[config.mk]
export PLATFORM = sky130hd
export DESIGN_NAME = sarp_device_flat
export DESIGN_NICKNAME = d
export VERILOG_FILES = /design/src/design/sarp_pkg.sv /design/src/design/sarp_if.sv /design/src/design/sarp_device.sv /design/src/flat_wrapper.sv
export VERILOG_INCLUDE_DIRS = /design/src /design/src/design
export SDC_FILE = /design/constraint.sdc
export NUM_CORES = 1
export LEC_CHECK = 0
export BUFFER_PORTS_ARGS = -buffer_cell sky130_fd_sc_hd__buf_2
export CAP_MARGIN = 20
export CORE_MARGIN = 2
export CORE_UTILIZATION = 50
export DETAILED_ROUTE_END_ITERATION = 16
export PLACE_DENSITY = 0.67
export SLEW_MARGIN = 40
export SYNTH_ARGS = -nofsm -noshare
export SYNTH_HDL_FRONTEND = slang
export SYNTH_SLANG_ARGS = --single-unit
[constraint.sdc]
create_clock -name mclk -period 2.05 [get_ports mclk]
set_input_delay 0.205 -clock mclk [delete_from_list [all_inputs] [get_ports mclk]]
set_output_delay 0.205 -clock mclk [all_outputs]
set_load 0.1 [all_outputs]
[src/design/sarp_consts.svh]
// Timing counts, widths and reset values for the scanning converter result port
`ifndef SARP_CONSTS_SVH
`define SARP_CONSTS_SVH

`define SARP_CH_CYC 7'h50
`define SARP_LAST_PH 7'h4F
`define SARP_CONV_PH 7'h08
`define SARP_TRIAL_SPAN 7'h40
`define SARP_WR_DUE_PH 7'h48
`define SARP_STAT_SHORT 7'h08
`define SARP_STAT_LONG 7'h48
`define SARP_STARTUP_CYC 10'h320
`define SARP_CH0_THRESH 7'h28
`define SARP_FIRST_CH 3'h0
`define SARP_LAST_CH 3'h0
`define SARP_RESULT_RST 8'h00
`define SARP_TRIAL_MSB 8'h80
`define SARP_BUS_IDLE 8'hFF

`endif

[src/design/sarp_pkg.sv]
// Types shared by both ends of the scanning converter result port
package sarp_pkg;

  typedef logic [2:0] sarp_ch_t;
  typedef logic [7:0] sarp_data_t;

  typedef enum logic [1:0] {
    SARP_BOOT = 2'b01,
    SARP_SCAN = 2'b10
  } sarp_dev_state_t;

  typedef enum logic [4:0] {
    SARP_H_IDLE = 5'b00001,
    SARP_H_ADDR = 5'b00010,
    SARP_H_SEL = 5'b00100,
    SARP_H_WAIT = 5'b01000,
    SARP_H_CAP = 5'b10000
  } sarp_host_state_t;

endpackage : sarp_pkg

[src/design/sarp_if.sv]
// Processor-side pins between the converter result port and its host
`timescale 1ns/1ps
`include "sarp_consts.svh"
interface sarp_if;
  import sarp_pkg::*;

  logic ale;
  sarp_ch_t addr;
  logic cs_n;
  sarp_data_t data_o;
  logic data_oe;
  logic status_n;
  sarp_data_t data_bus;

  // Pulled-up bus when the device does not drive
  assign data_bus = data_oe ? data_o : `SARP_BUS_IDLE;

  modport device (
    input ale,
    input addr,
    input cs_n,
    output data_o,
    output data_oe,
    output status_n
  );

  modport host (
    output ale,
    output addr,
    output cs_n,
    input data_bus,
    input status_n
  );

endinterface : sarp_if

[src/design/sarp_device.sv]
// Device end: successive-approximation scan, result memory and read port
`timescale 1ns/1ps
`include "sarp_consts.svh"

// Contract
// - Result writes only while processor not addressing
// - Address 000..111 selects channel 0..7
// - Latch transparent while strobe high, holds after
// - Host ties strobe high or pulses it
// - Select high: data outputs not driven
// - Select low: drive addressed result, anytime
// - Trial bits MSB first, cleared if DAC greater
// - After LSB decision register holds result
// - Memory write six clocks before status falls
// - Status low 8 clocks, channel 0 72
// - Host measures status width to find channel 0
// - Conversion clock kept at most 1200 kHz
// - 80 clocks per channel, continuous scan
// - Channel decrements at status fall, convert 8 later
// - Start-up sequence at most 800 clocks
module sarp_device (
  // Clock and reset
  input wire logic mclk,
  input wire logic srst,
  // Processor pins
  sarp_if.device bus,
  // Analog front end
  input wire logic comp_dac_gt,
  output sarp_pkg::sarp_data_t dac_code,
  output sarp_pkg::sarp_ch_t mux_ch,
  output logic scanning
);
  import sarp_pkg::*;

  sarp_dev_state_t state;
  sarp_dev_state_t next_state;
  logic [9:0] boot_cnt;
  logic [9:0] next_boot_cnt;
  logic [6:0] phase;
  logic [6:0] next_phase;
  sarp_ch_t chan;
  sarp_ch_t next_chan;
  sarp_data_t sar;
  sarp_data_t next_sar;
  logic [6:0] stat_cnt;
  logic [6:0] next_stat_cnt;
  logic stat_n;
  logic next_stat_n;
  logic pend;
  logic next_pend;
  sarp_ch_t pend_ch;
  sarp_ch_t next_pend_ch;
  sarp_data_t pend_data;
  sarp_data_t next_pend_data;
  logic scan_on;
  logic next_scan_on;
  logic [6:0] rel;
  logic [2:0] bit_i;
  logic trial;
  logic wr_fire;

  sarp_data_t mem [8];
  sarp_ch_t addr_lat;
  sarp_ch_t next_addr_lat;
  sarp_ch_t rd_sel;
  sarp_data_t rd_word;
  sarp_data_t next_data_o;
  logic next_data_oe;

  // Scan sequencer, approximation register and status pulse
  always_comb begin
    next_state = state;
    next_boot_cnt = boot_cnt;
    next_phase = phase;
    next_chan = chan;
    next_sar = sar;
    next_stat_cnt = stat_cnt;
    next_stat_n = stat_n;
    next_pend = pend;
    next_pend_ch = pend_ch;
    next_pend_data = pend_data;
    next_scan_on = scan_on;
    rel = phase - `SARP_CONV_PH;
    bit_i = 3'h7 - rel[5:3];
    trial = (phase >= `SARP_CONV_PH) && (rel < `SARP_TRIAL_SPAN);
    // Processor addressing the memory blocks the update
    wr_fire = pend && bus.cs_n;
    if (wr_fire) begin
      next_pend = 1'b0;
    end
    case (state)
      SARP_BOOT: begin
        next_boot_cnt = boot_cnt + 10'h001;
        if (boot_cnt == `SARP_STARTUP_CYC - 10'h001) begin
          next_state = SARP_SCAN;
          next_phase = `SARP_CONV_PH;
          next_chan = `SARP_FIRST_CH;
          next_scan_on = 1'b1;
        end
      end
      SARP_SCAN: begin
        next_phase = (phase == `SARP_LAST_PH) ? 7'h00 : phase + 7'h01;
        if (phase == `SARP_CONV_PH) begin
          next_sar = `SARP_TRIAL_MSB;
        end else if (trial && rel[2:0] == 3'h0) begin
          next_sar[bit_i] = 1'b1;
        end
        if (trial && rel[2:0] == 3'h7 && comp_dac_gt) begin
          next_sar[bit_i] = 1'b0;
        end
        // A newer result replaces one still held off by a long read
        if (phase == `SARP_WR_DUE_PH) begin
          next_pend = 1'b1;
          next_pend_ch = chan;
          next_pend_data = sar;
        end
        if (phase == `SARP_LAST_PH) begin
          next_stat_n = 1'b0;
          next_chan = chan - 3'h1;
          next_stat_cnt = (chan == `SARP_LAST_CH) ? `SARP_STAT_LONG
                                                  : `SARP_STAT_SHORT;
        end else if (!stat_n) begin
          next_stat_cnt = stat_cnt - 7'h01;
          if (stat_cnt == 7'h01) begin
            next_stat_n = 1'b1;
          end
        end
      end
      default: begin
        next_state = SARP_BOOT;
        next_boot_cnt = 10'h000;
      end
    endcase
  end

  always_ff @(posedge mclk) begin
    if (srst) begin
      state <= SARP_BOOT;
      boot_cnt <= 10'h000;
      phase <= 7'h00;
      chan <= `SARP_FIRST_CH;
      sar <= `SARP_RESULT_RST;
      stat_cnt <= 7'h00;
      stat_n <= 1'b1;
      pend <= 1'b0;
      pend_ch <= `SARP_FIRST_CH;
      pend_data <= `SARP_RESULT_RST;
      scan_on <= 1'b0;
    end else begin
      state <= next_state;
      boot_cnt <= next_boot_cnt;
      phase <= next_phase;
      chan <= next_chan;
      sar <= next_sar;
      stat_cnt <= next_stat_cnt;
      stat_n <= next_stat_n;
      pend <= next_pend;
      pend_ch <= next_pend_ch;
      pend_data <= next_pend_data;
      scan_on <= next_scan_on;
    end
  end

  // Result memory, one entry per channel
  for (genvar i = 0; i < 8; i++) begin : g_mem
    sarp_data_t next_entry;
    always_comb begin
      next_entry = mem[i];
      if (wr_fire && pend_ch == 3'(i)) begin
        next_entry = pend_data;
      end
    end
    always_ff @(posedge mclk) begin
      if (srst) begin
        mem[i] <= `SARP_RESULT_RST;
      end else begin
        mem[i] <= next_entry;
      end
    end
  end

  // Read port: address latch and registered output drivers
  always_comb begin
    next_addr_lat = bus.ale ? bus.addr : addr_lat;
    rd_sel = bus.ale ? bus.addr : addr_lat;
    rd_word = mem[rd_sel];
    next_data_o = `SARP_RESULT_RST;
    next_data_oe = 1'b0;
    if (!bus.cs_n) begin
      next_data_o = rd_word;
      next_data_oe = 1'b1;
    end
  end

  always_ff @(posedge mclk) begin
    if (srst) begin
      addr_lat <= 3'h0;
      bus.data_o <= `SARP_RESULT_RST;
      bus.data_oe <= 1'b0;
    end else begin
      addr_lat <= next_addr_lat;
      bus.data_o <= next_data_o;
      bus.data_oe <= next_data_oe;
    end
  end

  assign bus.status_n = stat_n;
  assign dac_code = sar;
  assign mux_ch = chan;
  assign scanning = scan_on;

endmodule : sarp_device

[src/flat_wrapper.sv]
// flat-port wrapper written by rule: the top's interface ports become plain ports
module sarp_device_flat import sarp_pkg::*;
  (mclk, srst, comp_dac_gt, dac_code, mux_ch, scanning, bus_ale, bus_addr, bus_cs_n, bus_data_o, bus_data_oe, bus_status_n);
  sarp_if bus_i ();
  input wire logic mclk;
  input wire logic srst;
  input wire logic comp_dac_gt;
  output sarp_pkg::sarp_data_t dac_code;
  output sarp_pkg::sarp_ch_t mux_ch;
  output logic scanning;
  input wire logic [$bits(bus_i.ale)-1:0] bus_ale;
  input wire logic [$bits(bus_i.addr)-1:0] bus_addr;
  input wire logic [$bits(bus_i.cs_n)-1:0] bus_cs_n;
  output wire logic [$bits(bus_i.data_o)-1:0] bus_data_o;
  output wire logic [$bits(bus_i.data_oe)-1:0] bus_data_oe;
  output wire logic [$bits(bus_i.status_n)-1:0] bus_status_n;
  assign bus_i.ale = bus_ale;
  assign bus_i.addr = bus_addr;
  assign bus_i.cs_n = bus_cs_n;
  assign bus_data_o = bus_i.data_o;
  assign bus_data_oe = bus_i.data_oe;
  assign bus_status_n = bus_i.status_n;
  sarp_device u_core (.mclk(mclk), .srst(srst), .bus(bus_i), .comp_dac_gt(comp_dac_gt), .dac_code(dac_code), .mux_ch(mux_ch), .scanning(scanning));
endmodule
==> results.toml <==
[detailed_routing]
wire_per_inst_um = 17.57
routed_wirelength_um = 13160
dr.first_iter.drc_count = 285
drc = 2
via_count = 4282
vias_per_cell = 5.717
ant_nets = 0
firstDrtPassIters = 11

[clock_network]
ctsHoldBuffers = 0
cts_root_buf = "clkbuf_16"
cts_num_sinks = 127
clock_latency_ns = 0.42
clock_path_buffers = 2
clk_pin_slew_ns = 0.06
h-tree-depth = 4
cts_tree = "yes"
numCtsBuffers = 17

[yosys]
synth_seq_area_share_pct = 53.72
yosys_warnings = 0
ys_ff_latch = 127
synthArstFlopShare_pct = 0
synth_cell_types = 57
synth_flop_cell = "edfxtp_1"
synth_edf_count = 64
synth_cells = 532
postSynthAreaPerCell_um2 = 11.14
syn_area_um2 = 5926
synth_fp_nets = 553

[sta]
slew_violations = 0
setup_viol = 0
tns_ns = 0
slew_headroom_pct = 56.84
rsz0062_at_grt = "no"
worstMarginPinSlew_ns = 0.6415
final.period_utilization_pct = 94.84
min_period_ns = 1.944
finClkSkew_ns = 0.005626
holdWs_ns = 0.09659
hold_viol_final = 0
timing.fmax_ghz = 0.5144

[critical_path]
crit_buf_inv = 1
path_cells = "inv_2 -> ha_4 -> or4_1 -> o32a_1 -> or4_1 -> a31oi_1"
cpLargestDelayFamily = "simple AND/OR/NAND/NOR gates"
cp-end-kind = "flip-flop"
crit_required_ns = 2.40
worst_ep_arrival_time_ns = 2.29
worstSetupPathType = "reg -> reg"
setup.worst_path.start_class = "flip-flop"
slowest_stage = "or4_1"
path_max_fanout = 2
max_stage_delay_ns = 0.41
crit_top_cell = "or4_1"

[grt]
grt_pass1_vias = 4255
antenna_found_initial = 0
gr-total-overflow = 0
gr-usage-all-layers_pct = 22.05
grt_pass1_wl_um = 21470
grt_max_degree = 35

[placement]
port_buffers = 29
place_area_um2 = 6431
hpwl_um = 8914
gp_congestion = 0.8541

[floorplanning]
num_rows = 39
die_area_um2 = 12740
die_w_um = 112.9
io_pins = 30
initial_utilization_pct = 51.46
die_h_um = 112.9
core_area_um2 = 11520

[layout]
final_layout_size_suffix_gt1_share_pct = 21.45
n_antenna_cell = 0
nFillCells = 938
fin_nets = 614
area_delta_synth_final_pct = 18.92
fin_area_um2 = 7047

[power]
power_switching_uw = 1713
p_leak_uw = 0.002637
p_int_uw = 4939
cellPowerDensity_nw_per_um2 = 944.1
power_frac_clock_pct = 44.2
ir_worst_vdd_mv = 0.7490
pwr-share-comb_pct = 13.7
p_sw_share_pct = 25.75
p_seq_share_pct = 42.2

[run_status]
violations = "DRC"
status = "complete, but fails checks"

[worst_hold_path]
min_path_type = "in -> reg"

[run]
maxCapViolCount = 0
-- final cells by class --
cell class / count / area, um2 / area share [%]
flip-flops and latches: 127 / 3188 / 45.24
clock buffers: 20 / 446.7 / 6.339
multi-input cells: 364 / 2608 / 37.00
inverters: 19 / 71.32 / 1.012
repair buffers: 64 / 420.4 / 5.966
well taps: 143 / 178.9 / 2.539
clock inverters: 12 / 133.9 / 1.900
-- stage by stage --
step,cells,util (%),setup WS [ns],power [uW]
detailed placement,716,55.85,0.01474,3731
CTS,748,61.00,0.01686,6680
global route,749,61.19,0.003016,6917
floorplan,532,-,0.02375,3455
finish,749,61.19,0.1059,6653
global placement,716,55.80,0.08080,3703
-- cells by family (layout without fill, tap and decap cells) --
logic type                 after synthesis  in the layout  share of synthesized area (%)
AOI/OAI and AO/OA                      101            101                          11.42
xor gates and xnor gates                10             10                          1.478
adders and majority gates               13             13                          2.745
buffers and inverters                   41            115                          2.787
DFF                                    127            127                          53.72
muxes                                   20             20                          6.820
and+or+nand+nor                        220            220                          21.03
-- power groups by stage --
| stage | registers (uW) | logic (uW) | clock network, uW |
|---|---|---|---|
| after global placement | 2850 | 857 | 0 |
| final | 2810 | 909 | 2940 |
| after global routing | 2810 | 989 | 3110 |
| after floorplan | 2920 | 533 | 0 |
| after detailed placement | 2850 | 880 | 0 |
| after CTS | 2800 | 901 | 2980 |
-- state kept, by name, summed over array words and instances, names as in the netlist --
name / count
u_core.mem: 64
u_core.boot_cnt: 10
u_core.bus.data_o: 8
u_core.dac_code: 8
u_core.pend_data: 8
u_core.phase: 7
u_core.stat_cnt: 7
u_core.addr_lat: 3
u_core.mux_ch: 3
u_core.pend_ch: 3
u_core.state: 2
u_core.bus.data_oe: 1
u_core.bus.status_n: 1
u_core.pend: 1
u_core.scanning: 1
-- placed cells by master, fill, tap and decap left out, drive strengths merged, types with 6 or more instances in the layout --
cell	Yosys	routed
buf	8	64
a21oi	28	28
nor3	15	15
dfxtp	63	63
nand2b	8	8
mux4	16	16
o21ai	17	17
nor2	25	25
clkbuf	14	20
inv	19	22
or4	6	6
nand4	8	8
o21bai	8	8
clkinv	0	6
and2	71	71
ha	13	13
nand3	10	10
edfxtp	64	64
a22o	8	8
nand2	40	40
-- cells in the mapped netlist, types with 10 or more instances --
library cell | n | area, um2
and2_1 | 71 | 444.2
o21ai_0 | 17 | 85.08
clkbuf_1 | 14 | 52.55
nor2_1 | 25 | 93.84
dfxtp_1 | 63 | 1261
inv_1 | 19 | 71.32
nor3_1 | 15 | 75.07
mux4_2 | 16 | 360.4
edfxtp_1 | 64 | 1922
ha_1 | 13 | 162.7
nand2_1 | 40 | 150.1
a21oi_1 | 28 | 140.1
nand3_1 | 10 | 50.05
-- metal layers --
layer / global-route usage [%] / vias up / part of all wire (%)
met4: 8.130 / 0 / 1.7
met1: 26.56 / 2080 / 41
met2: 38.15 / 90 / 52
met3: 5.892 / 19 / 4.6
met5: 0 / - / 0
li1: - / 2093 / -
-- final timing paths --
kind	start	to	slack [ns]	cells past startpoint
setup reg to reg	u_core.state[0]	u_core.mux_ch[2]	0.11	6
hold / removal	bus_cs_n	u_core.bus.data_oe	0.1	2
hold reg to reg	u_core.scanning	u_core.scanning	0.45	2
setup / recovery	u_core.state[0]	u_core.mux_ch[2]	0.11	6
-- what timing repair did --
action                     4_1_cts  5_1_grt
setup buffers                    0        1
setup endpoints to repair        1       15
pin swaps                        3        2
resized for setup                1        7
(Power assumes the default switching activity.)
